$ cat src/rtl/mss_pkg.sv
// shared constants for the serial status frame link
package mss_pkg;
    localparam int FRAME_BITS      = 40;
    localparam int DATA_BITS       = 32;
    localparam int ADDR_BITS       = 8;
    localparam int WRITE_SEL_POS   = 39;
    localparam int STATUS_MSB      = 39;
    localparam int STAT_STANDSTILL = 3;
    localparam int STAT_STALL      = 2;
    localparam int STAT_DRV_ERR    = 1;
    localparam int STAT_RESET      = 0;
    localparam int DRV_STANDSTILL  = 31;
    localparam int DRV_STALL       = 24;
    localparam int GLOBAL_STATUS_WORD_DRV_ERR   = 1;
    localparam int GLOBAL_STATUS_WORD_RESET     = 0;
    // input glitch filter: ignore pulses shorter than this
    localparam int FILT_NS         = 20;
    localparam int CLK_PERIOD_NS   = 4;
    localparam int FILT_CYCLES     = (FILT_NS + CLK_PERIOD_NS - 1) / CLK_PERIOD_NS;
    // host sck half period in system cycles; device output lags a fall by
    // about eight cycles and the host adds two sync flops, so 11 is the floor
    localparam int HALF_PERIOD_CYC = 12;
    // host apb register offsets
    localparam logic [7:0] REG_CTRL    = 8'h00;
    localparam logic [7:0] REG_TX_LO   = 8'h04;
    localparam logic [7:0] REG_TX_HI   = 8'h08;
    localparam logic [7:0] REG_RX_LO   = 8'h0C;
    localparam logic [7:0] REG_RX_HI   = 8'h10;
    localparam logic [7:0] REG_STATUS  = 8'h14;
    localparam logic [31:0] RESET_WORD = 32'h0000_0000;
endpackage

$ cat src/rtl/mss_link_if.sv
// serial link wires between host and device ends
`timescale 1ns/1ps
interface mss_link_if;
    logic sck;
    logic chip_select_n;
    logic sdi;
    logic sdo_out;
    logic sdo_oe;
    logic sdo;
    // undriven data out is replaced by a constant 1; the bench sees a high
    assign sdo = sdo_oe ? sdo_out : 1'b1;
    modport device_end
    (
        input  sck,
        input  chip_select_n,
        input  sdi,
        output sdo_out,
        output sdo_oe
    );
    modport host_end
    (
        output sck,
        output chip_select_n,
        output sdi,
        input  sdo
    );
endinterface

$ cat src/rtl/mss_device.sv
// device end: serial slave returning status byte and pipelined data
//
// Overview of operation
// status latched at frame end, sent next
// status byte in reply bits 39..32
// status bit 3 is standstill flag
// status bit 2 is stall flag
// status bit 1 driver error, read-cleared
// status bit 0 reset flag, read-cleared
// data field right aligned
// act only while chip select low
// sample rising sck, drive after falling
// most significant bit first
// host gives at least forty clocks
// surplus bits leave delayed forty clocks
// host holds select low whole frame
// select rising commits shift register
// only last forty bits count
// host sck at most half mclk
// filter input pulses under 20 ns
// mode 3, clock idles high
// host limits sck frequency
// frame: rw address byte plus data
// read data returned one frame later
// write data echoed in next frame
// data out released while deselected
//
// Decided for this implementation: the placing of the registers and the APB register port.
`timescale 1ns/1ps
module mss_device
#(
    parameter int FILT_LEN = mss_pkg::FILT_CYCLES
)
(
    input  wire logic                           mclk,
    input  wire logic                           rst_n,
    mss_link_if.device_end                      link,
    input  wire logic                           driver_enable_low,
    input  wire logic [mss_pkg::DATA_BITS-1:0]  driver_state_word,
    input  wire logic                           drv_error_event,
    output logic                                drv_enable_filt_n,
    output logic                                cmd_valid,
    output logic                                cmd_write,
    output logic [6:0]                          cmd_addr,
    output logic [mss_pkg::DATA_BITS-1:0]       cmd_data,
    input  wire logic [mss_pkg::DATA_BITS-1:0]  rd_data
);
    import mss_pkg::*;

    // ------------------------------------------------------------
    // input synchronisers and glitch filters
    // ------------------------------------------------------------
    logic [3:0] sync1_reg;
    logic [3:0] sync2_reg;
    logic [3:0] filt_reg;
    logic [3:0] filt_prev_reg;
    logic [3:0][7:0] filt_cnt_reg;

    always_ff @(posedge mclk or negedge rst_n)
    begin
        if (!rst_n)
        begin
            sync1_reg <= 4'hF;
            sync2_reg <= 4'hF;
        end
        else
        begin
            sync1_reg <= {driver_enable_low, link.sdi, link.chip_select_n, link.sck};
            sync2_reg <= sync1_reg;
        end
    end

    // a level must persist FILT_LEN cycles before it is accepted
    always_ff @(posedge mclk or negedge rst_n)
    begin
        if (!rst_n)
        begin
            filt_reg     <= 4'hF;
            filt_cnt_reg <= '0;
        end
        else
        begin
            for (int i = 0; i < 4; i++)
            begin
                if (sync2_reg[i] == filt_reg[i])
                begin
                    filt_cnt_reg[i] <= 8'h00;
                end
                else if (filt_cnt_reg[i] >= 8'(FILT_LEN - 1))
                begin
                    filt_reg[i]     <= sync2_reg[i];
                    filt_cnt_reg[i] <= 8'h00;
                end
                else
                begin
                    filt_cnt_reg[i] <= filt_cnt_reg[i] + 8'h01;
                end
            end
        end
    end

    always_ff @(posedge mclk or negedge rst_n)
    begin
        if (!rst_n)
        begin
            filt_prev_reg <= 4'hF;
        end
        else
        begin
            filt_prev_reg <= filt_reg;
        end
    end

    logic sck_rise;
    logic sck_fall;
    logic cs_rise;
    logic selected;
    assign selected = !filt_reg[1];
    assign sck_rise = filt_reg[0] && !filt_prev_reg[0] && selected;
    assign sck_fall = !filt_reg[0] && filt_prev_reg[0] && selected;
    assign cs_rise  = filt_reg[1] && !filt_prev_reg[1];

    always_ff @(posedge mclk or negedge rst_n)
    begin
        if (!rst_n)
        begin
            drv_enable_filt_n <= 1'b1;
        end
        else
        begin
            drv_enable_filt_n <= filt_reg[3];
        end
    end

    // ------------------------------------------------------------
    // global status flags
    // ------------------------------------------------------------
    logic [1:0] global_status_word_reg;
    logic       global_status_word_read;
    logic [FRAME_BITS-1:0] shift_reg;
    assign global_status_word_read = cs_rise && !shift_reg[WRITE_SEL_POS] && shift_reg[38:32] == 7'h01;

    // reset flag starts set; new events win over the read-clear
    always_ff @(posedge mclk or negedge rst_n)
    begin
        if (!rst_n)
        begin
            global_status_word_reg <= 2'b01;
        end
        else
        begin
            global_status_word_reg[GLOBAL_STATUS_WORD_DRV_ERR] <= drv_error_event ||
                                        (global_status_word_reg[GLOBAL_STATUS_WORD_DRV_ERR] && !global_status_word_read);
            global_status_word_reg[GLOBAL_STATUS_WORD_RESET]   <= global_status_word_reg[GLOBAL_STATUS_WORD_RESET] && !global_status_word_read;
        end
    end

    // ------------------------------------------------------------
    // shift register, reply and commit
    // ------------------------------------------------------------
    logic [DATA_BITS-1:0] reply_data_reg;
    logic [7:0]           status_reg;
    logic                 in_frame_reg;

    always_ff @(posedge mclk or negedge rst_n)
    begin
        if (!rst_n)
        begin
            shift_reg    <= '0;
            in_frame_reg <= 1'b0;
        end
        else if (!selected)
        begin
            in_frame_reg <= 1'b0;
        end
        else if (!in_frame_reg)
        begin
            // load reply as select falls; top bit appears at once
            shift_reg    <= {status_reg, reply_data_reg};
            in_frame_reg <= 1'b1;
        end
        else if (sck_rise)
        begin
            // old top bit stays on the output until the next falling edge
            shift_reg <= {shift_reg[FRAME_BITS-2:0], filt_reg[2]};
        end
    end

    always_ff @(posedge mclk or negedge rst_n)
    begin
        if (!rst_n)
        begin
            link.sdo_out <= 1'b1;
            link.sdo_oe  <= 1'b0;
        end
        else
        begin
            link.sdo_oe <= selected;
            if (selected && !in_frame_reg)
            begin
                link.sdo_out <= status_reg[7];
            end
            else if (sck_fall)
            begin
                link.sdo_out <= shift_reg[FRAME_BITS-1];
            end
        end
    end

    // commit last forty bits and latch status for the next frame
    always_ff @(posedge mclk or negedge rst_n)
    begin
        if (!rst_n)
        begin
            cmd_valid      <= 1'b0;
            cmd_write      <= 1'b0;
            cmd_addr       <= '0;
            cmd_data       <= '0;
            reply_data_reg <= RESET_WORD;
            status_reg     <= '0;
        end
        else
        begin
            cmd_valid <= 1'b0;
            if (cs_rise)
            begin
                cmd_valid  <= 1'b1;
                cmd_write  <= shift_reg[WRITE_SEL_POS];
                cmd_addr   <= shift_reg[38:32];
                cmd_data   <= shift_reg[DATA_BITS-1:0];
                status_reg <= {4'h0,
                               driver_state_word[DRV_STANDSTILL],
                               driver_state_word[DRV_STALL],
                               global_status_word_reg};
                if (shift_reg[WRITE_SEL_POS])
                begin
                    reply_data_reg <= shift_reg[DATA_BITS-1:0];
                end
                else if (shift_reg[38:32] == 7'h01)
                begin
                    reply_data_reg <= {30'h0, global_status_word_reg};
                end
                else
                begin
                    reply_data_reg <= rd_data;
                end
            end
        end
    end
endmodule

$ cat src/flat_wrapper.sv
// flat-port wrapper written by rule: the top's interface ports become plain ports
module mss_device_flat import mss_pkg::*;
#(
    parameter int FILT_LEN = mss_pkg::FILT_CYCLES
)
  (mclk, rst_n, driver_enable_low, driver_state_word, drv_error_event, drv_enable_filt_n, cmd_valid, cmd_write, cmd_addr, cmd_data, rd_data, link_sck, link_chip_select_n, link_sdi, link_sdo_out, link_sdo_oe);
  mss_link_if link_i ();
  input  wire logic mclk;
  input  wire logic rst_n;
  input  wire logic driver_enable_low;
  input  wire logic [mss_pkg::DATA_BITS-1:0] driver_state_word;
  input  wire logic drv_error_event;
  output logic drv_enable_filt_n;
  output logic cmd_valid;
  output logic cmd_write;
  output logic [6:0] cmd_addr;
  output logic [mss_pkg::DATA_BITS-1:0] cmd_data;
  input  wire logic [mss_pkg::DATA_BITS-1:0] rd_data;
  input wire logic [$bits(link_i.sck)-1:0] link_sck;
  input wire logic [$bits(link_i.chip_select_n)-1:0] link_chip_select_n;
  input wire logic [$bits(link_i.sdi)-1:0] link_sdi;
  output wire logic [$bits(link_i.sdo_out)-1:0] link_sdo_out;
  output wire logic [$bits(link_i.sdo_oe)-1:0] link_sdo_oe;
  assign link_i.sck = link_sck;
  assign link_i.chip_select_n = link_chip_select_n;
  assign link_i.sdi = link_sdi;
  assign link_sdo_out = link_i.sdo_out;
  assign link_sdo_oe = link_i.sdo_oe;
  mss_device #(.FILT_LEN(FILT_LEN)) u_core (.mclk(mclk), .rst_n(rst_n), .link(link_i), .driver_enable_low(driver_enable_low), .driver_state_word(driver_state_word), .drv_error_event(drv_error_event), .drv_enable_filt_n(drv_enable_filt_n), .cmd_valid(cmd_valid), .cmd_write(cmd_write), .cmd_addr(cmd_addr), .cmd_data(cmd_data), .rd_data(rd_data));
endmodule
$ cat config.mk
export PLATFORM = sky130hd
export DESIGN_NAME = mss_device_flat
export DESIGN_NICKNAME = d
export VERILOG_FILES = /design/src/rtl/mss_pkg.sv /design/src/rtl/mss_link_if.sv /design/src/rtl/mss_device.sv /design/src/flat_wrapper.sv
export SDC_FILE = /design/constraint.sdc
export NUM_CORES = 1
export LEC_CHECK = 0
export BUFFER_PORTS_ARGS = -buffer_cell sky130_fd_sc_hd__buf_2
export CAP_MARGIN = 20
export CORE_ASPECT_RATIO = 0.75
export CORE_MARGIN = 3
export CORE_UTILIZATION = 55
export CTS_CLUSTER_SIZE = 28
export DETAILED_ROUTE_END_ITERATION = 16
export GPL_TIMING_DRIVEN = 0
export PLACE_DENSITY_LB_ADDON = 0.25
export SYNTH_ARGS = -nofsm -noshare
export SYNTH_HDL_FRONTEND = slang
export SYNTH_SLANG_ARGS = --single-unit
$ cat constraint.sdc
create_clock -name mclk -period 2.8 [get_ports mclk]
set_input_delay 0.42 -clock mclk [delete_from_list [all_inputs] [get_ports mclk]]
set_output_delay 0.42 -clock mclk [all_outputs]
set_load 0.02 [all_outputs]
* After elaboration in Yosys (flattened, before gate mapping)
Index checks and enable logic that the tools add are counted.
Word-level totals: bits in registers 169, latch bits 0, bits in writable memories 0, memory bits (read-only) 0, input port bits 71, output and inout bits 44, memories 0
Operators by class: add/subtract/negate cells 4, multipliers 0, divide/modulo/power cells 0, $lt $le $gt $ge 4, equality and inequality tests 6, shifts and indexed selects 0, multiplexer cells 16, bitwise gates (word level) 5, reduce and logical (&&, ||, !) cells 24
Operators by type and width (count):
- 40-bit two-way mux | 2
- 32-bit two-way mux | 2
- 8-bit two-way mux | 8
- 8-bit by 1-bit adder with 8-bit output (second input constant) | 4
- 8-bit by 3-bit greater-or-equal comparator with 1-bit output (second input constant) | 4
- 1-bit logical AND | 10
- 2-bit AND reduction | 5
- 7-bit by 1-bit == test with 1-bit output (second input constant) | 1
- 1-bit logical NOT | 7
- 1-bit inverter | 5
- 1-bit == test | 4
- 1-bit two-way mux | 4
- 2-bit by 1-bit != test with 1-bit output (second input constant) | 1
- 2-bit nonzero test | 1
- 1-bit logical OR | 1

* Logic depth before layout (Yosys ltp)
depth in word-level cells 7, gate-level depth with buffers 8

* Worst setup path before layout
No wires, ideal clock.
path type register to register, start point register u_core.in_frame_reg, end point register u_core.shift_reg[29], library setup time 125 ps, arrival time 1526 ps, data required time 2675 ps, slack 1149 ps, stages on the path, launching flop included 5, path buffers 2, path through dfrtp_1 > buf_4 > buf_2 > mux2_2 > mux2_2
Between the ends: word-level cells in the longest chain between the ends 2, elaborated cells between the ends (all ways) 3
Ends and longest elaborated chain:
- start, declared | RTL line mss_device.sv:163 | logic in_frame_reg;
- start signal, assigned | RTL line mss_device.sv:170 | in_frame_reg <= 1'b0;
- start signal, assigned | RTL line mss_device.sv:174 | in_frame_reg <= 1'b0;
- start signal, assigned | RTL line mss_device.sv:180 | in_frame_reg <= 1'b1;
- 2-bit by 1-bit != test with 1-bit output (no source line)
- 2-bit AND reduction (no source line)
- end signal, assigned | RTL line mss_device.sv:179 | shift_reg <= {status_reg, reply_data_reg};
- end signal, assigned | RTL line mss_device.sv:185 | shift_reg <= {shift_reg[FRAME_BITS-2:0], filt_reg[2]};
- end, declared | RTL line mss_device.sv:140 | logic [FRAME_BITS-1:0] shift_reg;
Several ways; a longest one is shown, not always the timed one. A chain may end at the register's enable or synchronous reset.

* Worst setup path after layout
start point register u_core.filt_reg[0], end point register u_core.shift_reg[6]
Between the ends: word-level cells in the longest chain between the ends 4
Ends and longest elaborated chain:
- start, declared | RTL line mss_device.sv:55 | logic [3:0] filt_reg;
- start signal, assigned by index | RTL line mss_device.sv:91 | filt_reg[i] <= sync2_reg[i];
- 1-bit logical AND (2 in series) | RTL line mss_device.sv:119 | assign sck_rise = filt_reg[0] && !filt_prev_reg[0] && selected;
- 2-bit by 1-bit != test with 1-bit output (no source line)
- 2-bit AND reduction (no source line)
Every way passes these cells.

==> run summary <==
Required time of the critical path = 3.09 ns
Detailed Route WL = 14780 µm
Worst slack at placement = 0.9416 ns
Sequential share of the synthesized area = 61.31%
Cts bufs inserted = 17
Post-synth EDFFs = 0
CP Buf/Inv Count = 1
Upper clock frequency limit = 537.4 MHz
Cell count after placement = 818
# IOs = 115
Die Area = 13920 µm²
Via count = 4635
CP endpoint kind = register
Initial antenna violation count = 0
Core ar. = 11910 µm²
Via-to-Cell Ratio = 5.459
Routability congestion estimate = 0.7835
Slowest Stage Delay on Critical Path = 0.58 ns
Reg area = 4225 µm²
Detailed Route Iter0 Violations = 339
Post-Syn Instances = 552
Final Critical Period = 1.861 ns
Async S/R FF share, synth = 100.0%
Max Transition Viols Final = 0
Mapped Area = 6892 µm²
Power Density = 864.5 nW/µm²
Syn. warnings = 0
Synth Flop Type = dfrtp_1
Worst hold margin = -0.006881 ns
Unrepaired setup endpoints after global routing = false
H-tree levels = 4
Clock buffer depth = 2
Nets = 754
CP startpoint kind = register
Global route total overflow = 0
Routed Antenna Nets = 0
Footprint of the multi-input gates = 2489 µm²
Final setup vio count = 0
Hold Fails Final Rpt = 2
Slew Limit Headroom = 57.68%
Worst VDD drop = 0.0005033 V
CTS root buffer = clkbuf_16
Synth Register Bits = 168
CP Data Arrival Time = 2.15 ns
Final setup slack of the worst path = 0.9392 ns
Critical Path Slowest Stage Cell = dfstp_2
Worst Path Max Fanout = 10
Area added between synthesis and finish = 19.01%
GRT Resource Usage Total = 22.65%
Slew @ Worst Pin = 0.6348 ns
Core Rows = 34
Number of diodes = 0
DIE HEIGHT = 102.9 µm
Final cell count without fillers = 849
Post-CTS setup buffers = 0
Share of layout cells above drive strength 1 = 34.06%
Largest register FFs = 40
Worst Setup Path Type = reg -> reg
Period utilization = 66.46%
Hold_buf cts = 0
Post-cts resize count = 0
DR pass1 iterations = 4
Vias in the first global route = 4816
Wire per inst = 17.41 µm
Initial Util = 57.86%
Synth unique cells = 39
Most frequent cells in the layout = dfrtp_1 (151), nand2_1 (127), buf_2 (90)
Mean Syn Cell Area = 12.48 µm²
CTS tree = done
Cell Chain, Critical Path = nand2b_1 -> a21oi_4 -> buf_4 -> mux2_2
Worst-Skew Late Latency = 0.42 ns
Max Cap Violations = 0
DIE WIDTH = 135.3 µm
HPWL after DPL = 9961 µm
Worst Skew = 0.01016 ns
Leakage dissipation = 4.116 nW
Clk sinks = 168
DR DRC count = 0
Hold crit path type = in -> async
Largest net degree at the start of global routing = 86
Cell family with most CP delay = flip-flops
Clk slew on worst S/H paths = 0.06 ns
PortBufs = 84
Layout fillers = 877
Commonest non-fill, non-tap cell in the layout = dfrtp_1
Outcome = complete, but fails checks
R2R Setup Slk = 0.94 ns
Failing checks = negative hold slack
First-pass GRT wire length = 24600 µm
## report_power, final
part / internal (mW) / switching, mW / total, mW
logic: 0.666 / 0.749 / 1.42
clock network: 1.38 / 0.921 / 2.30
registers: 2.97 / 0.410 / 3.38
## worst reg2reg max path, stage by stage, from the launching register on
cell	delay, ns
dfstp_2	0.58
nand2b_1	0.16
a21oi_4	0.37
buf_4	0.27
mux2_2	0.36
## kinds of logic (layout without fill, tap and decap cells)
kind of cell    Yosys count  count (layout)  share of synthesized area [%]
simple gates            200             200                          14.16
other cells               1              20                        0.05441
buf+inv                  45             161                          3.613
mux                      73              73                          11.93
xor+xnor                  4               4                         0.5083
fa+ha+maj                 8               8                          1.452
compound gates           53              53                          6.972
flops                   168             168                          61.31
## final timing paths
| check | startpoint | to | cells past startpoint |
|---|---|---|---|
| min | rst_n | u_core.filt_cnt_reg[24] | 1 |
| min in group mclk | link_sck | u_core.sync1_reg[0] | 1 |
| max | u_core.filt_reg[0] | u_core.shift_reg[6] | 4 |
| max reg2reg | u_core.filt_reg[0] | u_core.shift_reg[6] | 4 |
| min reg2reg | u_core.sync1_reg[2] | u_core.sync2_reg[2] | 0 |
| max in group asynchronous | rst_n | u_core.filt_reg[2] | 2 |
## Yosys cell counts, types with 5 or more instances
cell type / number / area, µm²
a221o_1: 30 / 300.3
a22o_1: 5 / 43.79
and2_1: 8 / 50.05
and3_1: 30 / 187.7
buf_2: 7 / 35.03
buf_4: 5 / 37.54
buf_6: 7 / 78.83
clkbuf_1: 12 / 45.04
dfrtp_1: 151 / 3779
dfstp_2: 17 / 446.7
ha_1: 8 / 100.1
inv_1: 13 / 48.80
mux2_2: 73 / 822.0
nand2_1: 127 / 476.7
o21ai_0: 5 / 25.02
or4_1: 5 / 37.54
## metrics by stage
step	TNS, ns	area, µm²	hold slack, ns	utilization (%)	total power, mW
global placement	-163.98	7586	0.3469	63.69	4.725
floorplan	0	6963	0.1244	-	4.274
finish	0	8202	-0.006881	68.86	7.091
detailed placement	0	7624	0.3488	64.00	4.821
global route	0	8202	0.03541	68.86	7.447
CTS	0	8202	0.01185	68.86	7.141
## metal layers
metal | GRT usage (%) | share of wire [%]
met1 | 31.40 | 45
met2 | 37.00 | 49
met3 | 4.829 | 4.7
met4 | 6.119 | 0.86
met5 | 0 | 0
## final cells by class
class | instances | area share [%]
inverter | 14 | 0.6407
buffer | 31 | 2.395
timing repair buffer | 85 | 5.584
multi-input combinational | 358 | 30.34
clock inverter | 8 | 1.220
clock buffer | 23 | 5.828
sequential | 168 | 51.52
tap | 162 | 2.471
(Power assumes the default switching activity.)
